**config.mk**
```make
export PLATFORM = sky130hd
export DESIGN_NAME = pot_top
export DESIGN_NICKNAME = d
export VERILOG_FILES = /design/src/core/pot_pkg.sv /design/src/core/pot_top.sv
export VERILOG_INCLUDE_DIRS = /design/src /design/src/core
export SDC_FILE = /design/constraint.sdc
export NUM_CORES = 1
export LEC_CHECK = 0
export BUFFER_PORTS_ARGS = -buffer_cell sky130_fd_sc_hd__clkbuf_2
export CAP_MARGIN = 15
export CORE_MARGIN = 4
export CORE_UTILIZATION = 40
export CTS_BUF_LIST = sky130_fd_sc_hd__clkbuf_8
export CTS_CLUSTER_SIZE = 20
export DETAILED_ROUTE_END_ITERATION = 12
export GPL_TIMING_DRIVEN = 0
export PLACE_DENSITY_LB_ADDON = 0.2
export SYNTH_ARGS = -nofsm -noshare
export SYNTH_HDL_FRONTEND = slang
export SYNTH_SLANG_ARGS = --single-unit
```
**constraint.sdc**
```tcl
create_clock -name pclk -period 5.45 [get_ports pclk]
set_clock_uncertainty 0.05 [all_clocks]
set_input_delay 1.635 -clock pclk [delete_from_list [all_inputs] [get_ports pclk]]
set_output_delay 1.635 -clock pclk [all_outputs]
set_load 0.01 [all_outputs]
```
**src/core/pot_consts.svh**
```systemverilog
// constants of the path overhead termination block
`ifndef POT_CONSTS_SVH
`define POT_CONSTS_SVH

// ----------------------------------------
// timing
// ----------------------------------------
`define POT_CLK_MHZ 50
`define POT_SEC_US 1000000
`define POT_FRAME_US 125
`define POT_RUN_FRAMES 5

// ----------------------------------------
// overhead positions within a frame
// ----------------------------------------
`define POT_POS_SYNC_HI 12'h000
`define POT_POS_SYNC_LO 12'h001
`define POT_POS_TRACE 12'h002
`define POT_POS_PARITY 12'h003
`define POT_POS_STATUS 12'h004
`define POT_POS_COMMS 12'h005
`define POT_PAYLOAD_BYTES 2160
`define POT_SYNC_WORD 16'haa55

// ----------------------------------------
// status octet fields (bit 1 is the msb)
// ----------------------------------------
`define POT_MA_FAULT 7
`define POT_MA_ERROR 6
`define POT_MA_LABEL_HI 5
`define POT_MA_LABEL_LO 3

// ----------------------------------------
// register offsets
// ----------------------------------------
`define POT_REG_CTRL 8'h00
`define POT_REG_DEGRADE 8'h04
`define POT_REG_STATUS 8'h08
`define POT_REG_PERF 8'h0c
`define POT_REG_SENT 8'h10
`define POT_REG_EXPECT 8'h20
`define POT_REG_ACCEPT 8'h30

// ----------------------------------------
// control and status bits, reset values
// ----------------------------------------
`define POT_CTRL_TRACE_DIS 0
`define POT_CTRL_SSF_REP 1
`define POT_CTRL_FF_REP 2
`define POT_CTRL_GATE 3
`define POT_DEG_LIMIT_RST 16'h0000
`define POT_DEG_WIN_RST 4'h2
`define POT_ST_UNEQ 0
`define POT_ST_TIM 1
`define POT_ST_DEG 2
`define POT_ST_FF 3
`define POT_ST_C_UNEQ 4
`define POT_ST_C_TIM 5
`define POT_ST_C_DEG 6
`define POT_ST_C_FF 7
`define POT_ST_C_SSF 8
`define POT_ST_NEAR_SEC 9
`define POT_ST_FAR_SEC 10
`define POT_ST_FILL 11
`define POT_ST_TF 12
`define POT_ST_TD 13

`endif

```
**src/core/pot_pkg.sv**
```systemverilog
// types of the path overhead termination block
package pot_pkg;

	typedef struct packed
	{
		logic trace_check_disable;
		logic server_fail_report_enable;
		logic far_fault_report_enable;
		logic fault_report_gate;
		logic [15:0] degrade_limit;
		logic [3:0] degrade_window_count;
		logic [15:0][7:0] sent_trace_id;
		logic [15:0][7:0] expected_trace_id;
	} pot_cfg_t;

	typedef struct packed
	{
		logic [11:0] pos;
		logic [3:0] tidx;
		logic [7:0] par;
		logic [7:0] last_par;
		logic [7:0] data;
		logic fs;
	} pot_src_t;

	typedef struct packed
	{
		logic [11:0] pos;
		logic [3:0] tidx;
		logic [7:0] par;
		logic [7:0] last_par;
		logic [15:0][7:0] accepted_trace_id;
		logic [2:0] label_run;
		logic no_payload_defect;
		logic [2:0] fault_run;
		logic far_fault_defect;
		logic trace_mismatch_defect;
		logic error_rate_defect;
		logic [3:0] deg_run;
		logic frame_err;
		logic near_errored_block;
		logic far_errored_block;
		logic [7:0] data;
		logic fs;
		logic tf;
		logic td;
		logic [25:0] sec_cnt;
		logic [15:0] near_acc;
		logic [15:0] far_acc;
		logic near_acc_ds;
		logic far_acc_ds;
		logic [15:0] near_block_count;
		logic [15:0] far_block_count;
		logic near_defect_second;
		logic far_defect_second;
	} pot_snk_t;

	typedef struct packed
	{
		logic clk;
		logic ai_fs;
		logic [7:0] ai_data;
		logic rx_fs;
		logic [7:0] rx_data;
		logic ssf;
		logic eqd;
	} pot_pins_t;

endpackage

```
**src/core/pot_top.sv**
```systemverilog
// path overhead termination: source and sink of one trail, apb registers
//
// Summary of operation
// - octet stream in 125 us frames
// - payload and status bits pass through
// - comms channel octet passes unchanged
// - sent trace inserted byte per frame
// - status bit 1 follows far fault request
// - status bit 2 follows far error request
// - even parity of previous frame inserted
// - sync word inserted once per frame
// - sink parity mismatch marks errored block
// - sixteen byte trace recovered for software
// - only first trace mode supported
// - far defect bit 1, error bit 2
// - far error flag counts far block
// - label bits extracted for unequipped detection
// - all ones fill on unequipped or mismatch
// - trail fail, far fault, degrade actions
// - unequipped and mismatch causes gated
// - degrade cause masked by higher defects
// - far fault cause needs enable
// - server fail cause needs enable
// - per second defect flags and counts
//
// Design decisions made here: the APB slave port and the placing of the registers.
`timescale 1ns/1ps
`default_nettype none
`include "pot_consts.svh"

module pot_top
#(
	parameter int SEC_CYCLES = `POT_SEC_US * `POT_CLK_MHZ,
	parameter logic [15:0] SYNC_WORD = `POT_SYNC_WORD,
	parameter int RUN_FRAMES = `POT_RUN_FRAMES
)
(
	input wire logic pclk,
	input wire logic presetn,
	input wire logic psel,
	input wire logic penable,
	input wire logic pwrite,
	input wire logic [7:0] paddr,
	input wire logic [31:0] pwdata,
	output logic [31:0] prdata,
	output logic pready,
	output logic pslverr,
	input wire logic link_clk,
	input wire logic [7:0] ai_data,
	input wire logic ai_fs,
	output logic [7:0] ci_data,
	output logic ci_fs,
	input wire logic [7:0] ci_in_data,
	input wire logic ci_in_fs,
	output logic [7:0] ai_out_data,
	output logic ai_out_fs,
	input wire logic server_fail_in,
	input wire logic equipment_defect,
	output logic trail_fail_action,
	output logic trail_degraded_action
);
	import pot_pkg::*;

	// ----------------------------------------
	// pin synchronisers and link clock edge
	// ----------------------------------------
	pot_pins_t pin_s1;
	pot_pins_t pin_s2;
	logic clk_d;
	logic lk_edge;

	always_ff @(posedge pclk or negedge presetn)
	begin
		if (!presetn)
		begin
			pin_s1 <= '0;
			pin_s2 <= '0;
			clk_d <= 1'b0;
		end
		else
		begin
			pin_s1 <= {link_clk, ai_fs, ai_data, ci_in_fs, ci_in_data,
				server_fail_in, equipment_defect};
			pin_s2 <= pin_s1;
			clk_d <= pin_s2.clk;
		end
	end

	// one byte per rising link clock edge
	assign lk_edge = pin_s2.clk & ~clk_d;

	// ----------------------------------------
	// registers
	// ----------------------------------------
	pot_cfg_t cfg;
	pot_cfg_t next_cfg;
	pot_src_t src;
	pot_src_t next_src;
	pot_snk_t snk;
	pot_snk_t next_snk;
	logic wr_en;
	logic hit;
	logic [31:0] status_word;
	logic no_payload_cause;
	logic trace_mismatch_cause;
	logic error_rate_cause;
	logic far_fault_cause;
	logic server_fail_cause;
	logic alarm_fill_action;
	logic far_fault_request;
	logic far_error_request;

	// misaligned writes are flagged and must not land either
	assign wr_en = psel & penable & pwrite & (paddr[1:0] == 2'b00);
	assign pready = 1'b1;

	always_comb
	begin
		next_cfg = cfg;
		if (wr_en)
		begin
			case (paddr)
				`POT_REG_CTRL:
				begin
					next_cfg.trace_check_disable = pwdata[`POT_CTRL_TRACE_DIS];
					next_cfg.server_fail_report_enable =
						pwdata[`POT_CTRL_SSF_REP];
					next_cfg.far_fault_report_enable = pwdata[`POT_CTRL_FF_REP];
					next_cfg.fault_report_gate = pwdata[`POT_CTRL_GATE];
				end
				`POT_REG_DEGRADE:
				begin
					next_cfg.degrade_limit = pwdata[15:0];
					next_cfg.degrade_window_count = pwdata[19:16];
				end
				default:
				begin
					for (int j = 0; j < 4; j++)
					begin
						if (paddr[7:4] == 4'(`POT_REG_SENT >> 4))
							next_cfg.sent_trace_id[{paddr[3:2], 2'(j)}] =
								pwdata[8*j +: 8];
						if (paddr[7:4] == 4'(`POT_REG_EXPECT >> 4))
							next_cfg.expected_trace_id[{paddr[3:2], 2'(j)}] =
								pwdata[8*j +: 8];
					end
				end
			endcase
		end
	end

	always_comb
	begin
		status_word = '0;
		status_word[`POT_ST_UNEQ] = snk.no_payload_defect;
		status_word[`POT_ST_TIM] = snk.trace_mismatch_defect;
		status_word[`POT_ST_DEG] = snk.error_rate_defect;
		status_word[`POT_ST_FF] = snk.far_fault_defect;
		status_word[`POT_ST_C_UNEQ] = no_payload_cause;
		status_word[`POT_ST_C_TIM] = trace_mismatch_cause;
		status_word[`POT_ST_C_DEG] = error_rate_cause;
		status_word[`POT_ST_C_FF] = far_fault_cause;
		status_word[`POT_ST_C_SSF] = server_fail_cause;
		status_word[`POT_ST_NEAR_SEC] = snk.near_defect_second;
		status_word[`POT_ST_FAR_SEC] = snk.far_defect_second;
		status_word[`POT_ST_FILL] = alarm_fill_action;
		status_word[`POT_ST_TF] = snk.tf;
		status_word[`POT_ST_TD] = snk.td;
		hit = 1'b1;
		prdata = '0;
		case (paddr[7:4])
			4'(`POT_REG_SENT >> 4):
				prdata = cfg.sent_trace_id[{paddr[3:2], 2'b00} +: 4];
			4'(`POT_REG_EXPECT >> 4):
				prdata = cfg.expected_trace_id[{paddr[3:2], 2'b00} +: 4];
			4'(`POT_REG_ACCEPT >> 4):
				prdata = snk.accepted_trace_id[{paddr[3:2], 2'b00} +: 4];
			default:
			begin
				case (paddr)
					`POT_REG_CTRL:
						prdata = {28'h0000000, cfg.fault_report_gate,
							cfg.far_fault_report_enable,
							cfg.server_fail_report_enable,
							cfg.trace_check_disable};
					`POT_REG_DEGRADE:
						prdata = {12'h000, cfg.degrade_window_count,
							cfg.degrade_limit};
					`POT_REG_STATUS:
						prdata = status_word;
					`POT_REG_PERF:
						prdata = {snk.far_block_count, snk.near_block_count};
					default:
						hit = 1'b0;
				endcase
			end
		endcase
		if (paddr[1:0] != 2'b00)
			hit = 1'b0;
	end

	assign pslverr = psel & penable & ~hit;

	// ----------------------------------------
	// causes and actions
	// ----------------------------------------
	// fail actions
	assign far_fault_request = pin_s2.ssf | snk.no_payload_defect |
		snk.trace_mismatch_defect;
	assign alarm_fill_action = snk.no_payload_defect |
		snk.trace_mismatch_defect;
	assign far_error_request = snk.frame_err;
	assign no_payload_cause = cfg.fault_report_gate & snk.no_payload_defect;
	assign trace_mismatch_cause = cfg.fault_report_gate &
		snk.trace_mismatch_defect & ~snk.no_payload_defect;
	assign error_rate_cause = cfg.fault_report_gate & snk.error_rate_defect &
		~snk.no_payload_defect & ~snk.trace_mismatch_defect;
	assign far_fault_cause = cfg.fault_report_gate & snk.far_fault_defect &
		~snk.no_payload_defect & ~snk.trace_mismatch_defect &
		cfg.far_fault_report_enable;
	assign server_fail_cause = cfg.fault_report_gate & pin_s2.ssf &
		cfg.server_fail_report_enable;

	// ----------------------------------------
	// source: overhead insertion
	// ----------------------------------------
	always_comb
	begin
		next_src = src;
		if (lk_edge)
		begin
			// frame boundary restarts the byte position
			next_src.pos = pin_s2.ai_fs ? 12'h000 : src.pos + 12'h001;
			next_src.fs = pin_s2.ai_fs;
			// payload and other bits pass unchanged
			next_src.data = pin_s2.ai_data;
			case (next_src.pos)
				`POT_POS_SYNC_HI: next_src.data = SYNC_WORD[15:8];
				`POT_POS_SYNC_LO: next_src.data = SYNC_WORD[7:0];
				`POT_POS_TRACE:
				begin
					next_src.data = cfg.sent_trace_id[src.tidx];
					next_src.tidx = src.tidx + 4'h1;
				end
				// parity over the previous output frame
				`POT_POS_PARITY: next_src.data = src.last_par;
				`POT_POS_STATUS:
				begin
					next_src.data[`POT_MA_FAULT] = far_fault_request;
					next_src.data[`POT_MA_ERROR] = far_error_request;
				end
				default: next_src.data = pin_s2.ai_data;
			endcase
			if (pin_s2.ai_fs)
			begin
				next_src.last_par = src.par;
				next_src.par = next_src.data;
			end
			else
				next_src.par = src.par ^ next_src.data;
		end
	end

	assign ci_data = src.data;
	assign ci_fs = src.fs;

	// ----------------------------------------
	// sink: overhead check and defects
	// ----------------------------------------
	logic sec_pulse;
	logic [7:0] rxb;

	assign sec_pulse = snk.sec_cnt == 26'(SEC_CYCLES - 1);
	assign rxb = pin_s2.rx_data;

	always_comb
	begin
		next_snk = snk;
		next_snk.near_errored_block = 1'b0;
		next_snk.far_errored_block = 1'b0;
		if (lk_edge)
		begin
			next_snk.pos = pin_s2.rx_fs ? 12'h000 : snk.pos + 12'h001;
			next_snk.fs = pin_s2.rx_fs;
			// all ones while fill is requested
			next_snk.data = alarm_fill_action ? 8'hff : rxb;
			if (pin_s2.rx_fs)
			begin
				next_snk.last_par = snk.par;
				next_snk.par = rxb;
			end
			else
				next_snk.par = snk.par ^ rxb;
			case (next_snk.pos)
				// trace capture; msb marks the first byte
				`POT_POS_TRACE:
				begin
					next_snk.accepted_trace_id[rxb[7] ? 4'h0 : snk.tidx] = rxb;
					next_snk.tidx = (rxb[7] ? 4'h0 : snk.tidx) + 4'h1;
				end
				// parity check against the previous frame
				`POT_POS_PARITY:
				begin
					next_snk.near_errored_block = rxb != snk.last_par;
					next_snk.frame_err = rxb != snk.last_par;
				end
				`POT_POS_STATUS:
				begin
					next_snk.far_errored_block = rxb[`POT_MA_ERROR];
					// far fault defect over consecutive frames
					if (rxb[`POT_MA_FAULT] != snk.far_fault_defect)
						next_snk.fault_run = snk.fault_run + 3'h1;
					else
						next_snk.fault_run = 3'h0;
					if (next_snk.fault_run == 3'(RUN_FRAMES))
					begin
						next_snk.far_fault_defect = rxb[`POT_MA_FAULT];
						next_snk.fault_run = 3'h0;
					end
					if ((rxb[`POT_MA_LABEL_HI:`POT_MA_LABEL_LO] == 3'h0) !=
						snk.no_payload_defect)
						next_snk.label_run = snk.label_run + 3'h1;
					else
						next_snk.label_run = 3'h0;
					if (next_snk.label_run == 3'(RUN_FRAMES))
					begin
						next_snk.no_payload_defect = ~snk.no_payload_defect;
						next_snk.label_run = 3'h0;
					end
				end
				default: next_snk.frame_err = snk.frame_err;
			endcase
		end
		// mismatch, disableable and suppressed under server fail
		next_snk.trace_mismatch_defect = ~cfg.trace_check_disable &
			~pin_s2.ssf &
			(snk.accepted_trace_id != cfg.expected_trace_id);
		next_snk.tf = far_fault_request;
		next_snk.td = snk.error_rate_defect;
		next_snk.sec_cnt = sec_pulse ? 26'h0000000 : snk.sec_cnt + 26'h0000001;
		next_snk.near_acc = snk.near_acc + 16'(snk.near_errored_block);
		next_snk.far_acc = snk.far_acc + 16'(snk.far_errored_block);
		next_snk.near_acc_ds = snk.near_acc_ds | snk.tf | pin_s2.eqd;
		next_snk.far_acc_ds = snk.far_acc_ds | snk.far_fault_defect;
		if (sec_pulse)
		begin
			next_snk.near_block_count = next_snk.near_acc;
			next_snk.far_block_count = next_snk.far_acc;
			next_snk.near_defect_second = next_snk.near_acc_ds;
			next_snk.far_defect_second = next_snk.far_acc_ds;
			next_snk.near_acc = 16'h0000;
			next_snk.far_acc = 16'h0000;
			next_snk.near_acc_ds = 1'b0;
			next_snk.far_acc_ds = 1'b0;
			// degrade over a window of bad or good seconds
			if ((next_snk.near_block_count > cfg.degrade_limit) !=
				snk.error_rate_defect)
				next_snk.deg_run = snk.deg_run + 4'h1;
			else
				next_snk.deg_run = 4'h0;
			// window 0 acts as 1: a toggle needs an opposite second
			if ((next_snk.deg_run != 4'h0) &&
				(next_snk.deg_run >= cfg.degrade_window_count))
			begin
				next_snk.error_rate_defect = ~snk.error_rate_defect;
				next_snk.deg_run = 4'h0;
			end
		end
	end

	always_ff @(posedge pclk or negedge presetn)
	begin
		if (!presetn)
		begin
			cfg <= '0;
			cfg.degrade_limit <= `POT_DEG_LIMIT_RST;
			cfg.degrade_window_count <= `POT_DEG_WIN_RST;
			src <= '0;
			snk <= '0;
		end
		else
		begin
			cfg <= next_cfg;
			src <= next_src;
			snk <= next_snk;
		end
	end

	assign ai_out_data = snk.data;
	assign ai_out_fs = snk.fs;
	assign trail_fail_action = snk.tf;
	assign trail_degraded_action = snk.td;

	logic src_at_status;
	logic src_at_parity;
	assign src_at_status = lk_edge & ~pin_s2.ai_fs &
		(src.pos == `POT_POS_STATUS - 12'h001);
	assign src_at_parity = lk_edge & ~pin_s2.ai_fs &
		(src.pos == `POT_POS_PARITY - 12'h001);
endmodule

`default_nettype wire

```
-- Word-level counts from Yosys, hierarchy flattened
Index checks and enable logic that the tools add are counted.
- register bits after elaboration: 646
- bits of input ports: 66
- word-level logic and storage cells: 304
- add/subtract/negate cells: 10
- magnitude comparators: 13
- equal/unequal tests: 21
- shifts and indexed selects: 24
- mux-type cells: 72
- bitwise gates (word level): 35
- reduce and logical (&&, ||, !) cells: 27
- operators with widths (cell ; number):
    128-bit two-way mux ; 20
    128-bit bitwise mux ; 9
    16-bit by 5-bit variable part select with 4-bit output ; 24
    128-bit inequality test ; 1
    32-bit one-hot mux with 4 select lines ; 1
    32-bit one-hot mux with 3 select lines ; 1
    8-bit two-way mux ; 9
    68-bit two-way mux ; 1
    8-bit demux with 2-bit select ; 4
    12-bit by 2-bit equality test with 1-bit output (second input constant) ; 4
    16-bit by 1-bit adder with 16-bit output ; 2
    8-bit binary-select mux with 4-bit select ; 1
    8-bit demux with 4-bit select ; 1
    4-bit by 5-bit less-than comparator with 1-bit output (second input constant) ; 6
    26-bit by 1-bit adder with 26-bit output (second input constant) ; 1
    26-bit equality test (second input constant) ; 1
    26-bit two-way mux ; 1
    12-bit by 1-bit adder with 12-bit output (second input constant) ; 2
    12-bit by 3-bit equality test with 1-bit output (second input constant) ; 2
    12-bit two-way mux ; 2
    4-bit two-way mux ; 6
    6-bit one-hot mux with 4 select lines ; 1
    4-bit by 1-bit >= comparator with 1-bit output (second input constant) ; 5
    2-bit AND reduction ; 10
    other kinds (33) ; 87

-- Logic depth before layout (Yosys ltp)
Gate-level depths: netlist (run 1).
- depth after elaboration: 18
- depth in mapped cells: 23
- mapped depth without buffers: 23

-- Worst setup path before layout (run 1)
OpenSTA, ideal clock, no wires.
- kind: in2out
- start: input port paddr[2]
- end: output port prdata[14]
- data arrival time: 3.538 ns
- data required time: 3.765 ns
- slack: 0.227 ns
- stages on the path: 8
- cells stage by stage: clkbuf_1 buf_2 buf_1 mux4_2 mux2i_1 nand2_1 o21ai_0 a21oi_1
- longest elaborated chain between the ends: 3
- elaborated cells between the ends (all ways): 9
- those cells by class: 3 x eq/ne; 3 x shift; 2 x mux; 1 x reduce/logical
- RTL lines (item ; line ; RTL):
    start, declared ; pot_top.sv:43 ; input wire logic [7:0] paddr,
    8-bit by 4-bit equality test with 1-bit output (tied with other cells) ; pot_top.sv:180 ; case (paddr)
    32-bit one-hot mux with 4 select lines ; pot_top.sv:180 ;
    32-bit one-hot mux with 3 select lines * ; pot_top.sv:171 ; case (paddr[7:4])
    end, declared ; pot_top.sv:45 ; output logic [31:0] prdata,
Every way passes the cells marked *; elsewhere a longest branch is shown, timed or not.

-- Worst setup path in the final report (run 1)
- start: input port paddr[2]
- end: output port prdata[31]
The elaborated chain is that of the path after synthesis.

==> results by group, run 1 <==
Layout
  – Fraction of layout cells with a size suffix above 1: 0.315
  – Non-Filler Instances: between 3,000 and 4,000
  – Final net count: around 2,900
  – Area growth, synth to finish: 15.1%
  – Design area: approximately 0.037 mm²
  – Fin util: 0.464
  – Most frequent cells in the layout: dfrtp_1 (645), mux2_2 (351), nand2_1 (170), clkbuf_8 (147), mux4_2 (129)
  – Most common cell after layout, fill and taps aside: dfrtp_1

Die
  – Die Ht: roughly 300 µm
  – Die W: 293 µm
  – Die ar.: around 0.086 mm²
  – Num rows: 104
  – Core Box Area: about 0.080 mm²
  – Initial Util: 0.403
  – I/O pin cnt: 120

Yosys
  – Synth Register Bits: roughly 650
  – Post-synth EDFFs: 0
  – Post-synth top area cell: dfrtp_1
  – Unique masters post-synth: 86
  – Syn_area_per_cell: ~13 µm²
  – Top cells by area, synth: dfrtp_1 (50%), mux2_2 (12%), mux4_2 (9.0%), xor2_1 (3.2%), mux2_1 (2.0%)
  – Top cell type's share of synthesized area: 0.498
  – Cells after synthesis: approximately 2,600
  – Synth warn: 0
  – Predominant post-synthesis flop cell: dfrtp_1
  – Syn Nets: 2,678
  – Post-Syn Area: ~0.032 mm²
  – Async set-or-reset flop fraction in the synthesized netlist: 1.00
  – Register area share after synthesis: 0.499

Place
  – Placed Cells incl. Taps: 3,758
  – Placed instance area: between 0.03 and 0.04 mm²
  – GPL Wtd Cong: roughly 0.99
  – Hpwl dp: 84.8 mm
  – Dpl ws: -1260 ps
  – Port bufs: 110

Power
  – Leak: approximately 18 nW
  – Cell area power density: about 300 mW/mm²
  – Design Power: around 11 mW
  – Peak VDD IR: between 0.00015 and 0.0002 V

Route
  – Post-DRT Antenna Nets: 0
  – Residual DRC: 0
  – 1st-iter DRT viols: roughly 2,300
  – Wire per inst: between 20 and 30 µm
  – DRT met1 WL: 47.0 mm
  – Uppermost routed layer: met5
  – Met2 Wirelength: approximately 50 mm
  – DR WL met3: between 10 and 15 mm
  – Via density: between 5 and 6
  – Vias: about 24,000
  – Final wirelength: ~110 mm
  – DRT Pass-1 Iters: 7

STA
  – Final hold vios: 0
  – Final worst path period share: 0.997
  – Worst-Margin Slew: between 1000 and 1500 ps
  – Final setup vio count: 0
  – Final slew viol count: 0
  – Worst setup margin: between 15 and 20 ps
  – Peak Freq: 0.184 GHz
  – Fin crit period: roughly 5400 ps
  – Final hold slack: roughly 300 ps
  – Worst rel slew slack: 0.170
  – Unrepaired setup endpoints after global routing: true
  – Total negative setup slack: 0 ps

Critical path
  – Worst Path Arrival: between 3000 and 4000 ps
  – CP Cell Sequence: clkbuf_4 > buf_8 > clkbuf_4 > buf_8 > mux4_2 > o21ai_2 > a21oi_2 > clkbuf_2
  – Endpoint class of the critical path: primary output
  – CP max-delay cell: mux4_2
  – R2R cell count: 19
  – Largest stage delay, worst path: about 570 ps
  – Crit path max-delay family: buffers and inverters
  – Critical path type: input port to primary output
  – Crit-path max FO: 10
  – Startpoint types: input port
  – CP required: between 3000 and 4000 ps
  – Buffers & Inverters on Critical Path: 5
  – R2r startpoint: snk[52]
  – Reg-to-Reg End: snk[108]
  – Flop2flop setup slack: ~480 ps

Clock tree
  – Clock root cell: clkbuf_8
  – Max clock buf depth: 3
  – H-tree depth: 3
  – Num CTS Buffers: 113
  – Post-CTS setup buffer count: 0
  – Clock sink total: between 600 and 700
  – Worst-Skew Late Latency: between 700 and 800 ps
  – CTS tree: built
  – Clock transition at path regs: approximately 50 ps

Outcome
  – Outcome: finished, final reports clean

Global routing
  – First-pass GRT wire length: 166 mm
  – GRT Util Overall: 0.266
  – Vias in the first global route: roughly 24,000
  – Largest net degree at the start of global routing: 116
  – Initial antenna violation count: 13
  – Overflow after GRT: 0

Min path
  – WHS Endpoint: pin_s2[17]
  – Hold Path Class: register to register
  – Hold path startpoint: pin_s1[17]
  – Hold Path Depth: 0

Job
  – Maxcap violations: 0
==> cells in the mapped netlist (5+ instances only) <==
master,number
a221oi_1,19
or3_1,10
clkbuf_1,96
ha_1,35
nand3_1,43
inv_1,66
a311oi_1,9
o31ai_1,9
mux2_1,57
mux2i_1,56
nor2b_1,23
a21oi_1,70
and2_1,16
nor4_1,28
nor2_1,102
a211oi_1,10
a32oi_1,6
o21a_1,8
o22ai_1,9
o21ai_1,7
xor2_1,117
mux2_2,351
a31oi_1,7
a22oi_1,14
buf_4,18
nand2_1,170
mux2_4,7
o211ai_1,6
nor3_1,21
a21o_1,11
and3_1,27
buf_2,14
a32o_1,8
buf_1,41
nand2b_1,11
o21ai_0,110
mux4_2,129
and4_1,5
nand3_4,8
or2_2,5
xnor2_1,69
dfrtp_1,645
o22a_1,8
nand4_1,33
==> cell type report <==
class                      count  area, µm²
inverter                      66        248
multi-input combinational   1691      15500
antenna                        7       17.5
tap                         1060       1330
clock inverter                64        348
sequential                   646      16200
clock buffer                 145       2000
fill                        7268      43100
buffer                       170        902
timing repair buffer         121        812
==> metal layers <==
| layer | global-route usage | up-vias |
|---|---|---|
| li1 | - | 9888 |
| met1 | 0.361 | 12200 |
| met4 | 0.132 | 6 |
| met3 | 0.0582 | 266 |
| met5 | 0 | - |
| met2 | 0.406 | 1157 |
==> kinds of logic after synthesis <==
kind of cell	Yosys count	synth area share
fa+ha+maj	35	0.0135
buf+inv	240	0.0314
mux	600	0.252
other cells	1	0.000116
flops	646	0.499
simple gates	529	0.0852
compound gates	340	0.0683
xor+xnor	186	0.0503
==> registers in the layout, summed over array words and instances (netlist names) <==
signal                 count
ai_out_data                8
ai_out_fs                  1
cfg                      280
ci_data                    8
ci_fs                      1
clk_d                      1
far_error_request          1
next_snk                   1
pin_s1                    21
pin_s2                    13
rxb                        8
snk                      269
src                       32
trail_degraded_action      1
trail_fail_action          1
==> what timing repair did <==
action,in CTS,in global routing
gates cloned,0,0
pin swaps,2,2
setup endpoints to repair,32,31
gates resized for setup,121,24
hold buffers,0,0
==> report_power, final <==
group          total [mW]  switching [mW]  internal (mW)
Clock                4.62            2.10           2.52
Combinational        1.55           0.945          0.610
Sequential           5.22           0.200           5.02
Total                11.4            3.25           8.15
==> worst max path at each step <==
stage                   from         end  cells past startpoint
floorplan           paddr[2]  prdata[14]                      8
global placement     presetn    cfg[219]                      1
detailed placement  paddr[3]  prdata[23]                      7
CTS                 paddr[2]  prdata[11]                      9
global route        paddr[2]  prdata[12]                      7
finish              paddr[2]  prdata[31]                      8
Note: power is estimated with default switching activity, not from simulation.
==> inputs of run 2 (changes only) <==
Settings changed: GPL_ROUTABILITY_DRIVEN from default to 0, PLACE_DENSITY from default to 0.55, PLACE_DENSITY_LB_ADDON 0.2 to default.
==> run 2 against run 1 <==
Compared with the run above:
- the run now ends with setup timing left
- first-iteration DRC count down 2.5%
- highest routed layer unchanged
- core utilization up 0.087 points
- cell area rose by 0.19%
- hold slack worse by 7.2 ps
- non-clock buffer count grew 1
- sequential power barely moved
- total power up 0.60%
- sequential share of layout area fell by 0.081 points
==> results by group, run 2 (synthesis results as in run 1) <==
Die
  – Core Box Area: just over 0.08 mm²
  – I/O pin cnt: 120
  – Die W: ~300 µm
  – Die Ht: slightly below 300 µm
  – Num rows: ~100
  – Initial Util: 0.403
  – Die ar.: 0.0856 mm²

Layout
  – Design area: about 0.037 mm²
  – Largest register FFs: between 200 and 300
  – Most common cell after layout, fill and taps aside: dfrtp_1
  – Top Registers: cfg (280), snk (269), src (32)
  – Most flops, register: cfg
  – FF+latch area: between 0.015 and 0.02 mm²
  – Final net count: 2,910
  – Area growth, synth to finish: 15.3%
  – Filler instances: roughly 7,400
  – Area of the multi-input gates: ~0.015 mm²
  – Most frequent cells in the layout: dfrtp_1 (645), mux2_2 (351), nand2_1 (170), clkbuf_8 (152), mux4_2 (129)
  – Fraction of layout cells with a size suffix above 1: 0.319

Critical path
  – Startpoint types: input port
  – Largest stage delay, worst path: ~590 ps
  – Endpoint class of the critical path: primary output
  – Crit path from: paddr[2]
  – Crit-path max FO: 10
  – Crit-path most repeated cell: buf_6
  – CP Cell Sequence: buf_2 > buf_6 > buf_6 > buf_6 > mux4_2 > a32oi_2 > nand4_1 > clkbuf_2
  – R2r startpoint: snk[54]
  – CP max-delay cell: mux4_2
  – Critical path type: input port to primary output
  – Flop2flop setup slack: between 700 and 800 ps
  – Worst Path Arrival: 3810 ps
  – R2R cell count: 23
  – Reg-to-Reg End: snk[108]
  – CP Capture Point: prdata[6]
  – CP required: approximately 3800 ps

STA
  – Fin crit period: about 5500 ps
  – Final slew viol count: 0
  – Final worst path period share: 1.01
  – Final hold vios: 0
  – Worst-Margin Slew: 1190 ps
  – Unrepaired setup endpoints after global routing: true
  – Final setup vio count: 1
  – Worst setup margin: -41.4 ps
  – Peak Freq: roughly 0.18 GHz
  – Worst rel slew slack: 0.207

Route
  – Residual DRC: 0
  – Vias: approximately 23,000
  – Wire per inst: 28.9 µm
  – Final wirelength: 115 mm
  – Via density: a little under 6
  – DRT Pass-1 Iters: 6
  – Post-DRT Antenna Nets: 0
  – 1st-iter DRT viols: 2,196

Min path
  – Hold Path Class: register to register

Job
  – Maxcap violations: 0

Outcome
  – Failing checks: setup timing
  – Outcome: finished, violations left

Power
  – Leak: between 15 and 20 nW
  – Cell area power density: approximately 310 mW/mm²
  – Peak VDD IR: ~0.00020 V

Place
  – Placed instance area: 0.0345 mm²
  – Hpwl dp: approximately 85 mm
  – Dpl ws: -1190 ps
  – Port bufs: 110

Global routing
  – Overflow after GRT: 0
  – Largest net degree at the start of global routing: 117
  – Initial antenna violation count: 7
  – Vias in the first global route: around 24,000
  – GRT Util Overall: 0.266
  – First-pass GRT wire length: around 170 mm

Clock tree
  – Num CTS Buffers: between 100 and 150
  – Max clock buf depth: 3
  – CTS tree: built
  – Hold Buf Count CTS: 0
  – H-tree depth: 3
  – Post-CTS setup buffer count: 0
  – Worst-Skew Late Latency: 770 ps
  – Clock transition at path regs: around 60 ps
  – Clock sink total: 646
  – Clock root cell: clkbuf_8
[run 2: changes by cell type in the layout (fill, tap and decap cells not counted), moves of 3 or more]
cell      change
inv_1         -9
buf_6         +4
o21ai_2       -3
diode_2       -4
o21ai_1       +3
clkbuf_8      +5
clkbuf_4      +4
[run 2: cell type report]
type / count / area share
clock inverter: 55 / 0.00881
timing repair buffer: 121 / 0.0213
multi-input combinational: 1691 / 0.415
sequential: 646 / 0.433
antenna: 3 / 0.000201
buffer: 171 / 0.0245
inverter: 66 / 0.00663
tap: 1060 / 0.0355
clock buffer: 150 / 0.0553
[run 2: worst min path at each step]
stage / from / to / slack, ps / depth (start not counted)
2_1_floorplan: pin_s1[0] / pin_s2[0] / 280 / 0
3_3_place_gp: pin_s1[18] / pin_s2[18] / 280 / 0
3_5_place_dp: pin_s1[15] / pin_s2[15] / 280 / 0
4_1_cts: pin_s1[15] / pin_s2[15] / 290 / 0
5_1_grt: pin_s1[15] / pin_s2[15] / 300 / 0
6_report: pin_s1[15] / pin_s2[15] / 290 / 0
[run 2: timing repair]
| action | CTS | global route |
|---|---|---|
| pin swaps | 0 | 3 |
| gates resized for setup | 122 | 36 |
| setup endpoints to repair | 32 | 29 |
[run 2: per-stage QoR]
stage                     std cells  TNS (ps)  hold slack [ps]   util  power, mW
after CTS                      3960      -136              293  0.463       11.5
after floorplan                2577         0              281      -       6.15
final                          3963     -41.4              291  0.464       11.5
after detailed placement       3758    -32310              285  0.429       6.82
after global routing           3962     -84.7              301  0.464       11.9
after global placement         3747  -8038600              283  0.426       6.77
[run 2: power by group]
group | internal (mW) | leakage (nW) | switching, mW
clock | 2.59 | 1.37 | 2.11
sequential | 5.02 | 8.76 | 0.200
combinational | 0.611 | 7.89 | 0.936
total | 8.22 | 18.0 | 3.24
[run 2: worst max-delay path, delay by kind of cell]
kind            cells  cell delay [ps]
buf+inv             5             1030
compound gates      1              260
mux                 1              590
simple gates        1              260
[run 2: per-layer routing]
| layer | track usage | vias up | wire length, µm |
|---|---|---|---|
| met3 | 0.0595 | 254 | 9580 |
| met4 | 0.118 | 6 | 5450 |
| met2 | 0.411 | 1009 | 51900 |
| met1 | 0.363 | 12200 | 47700 |
| li1 | - | 9885 | - |
| met5 | 0 | - | 34 |
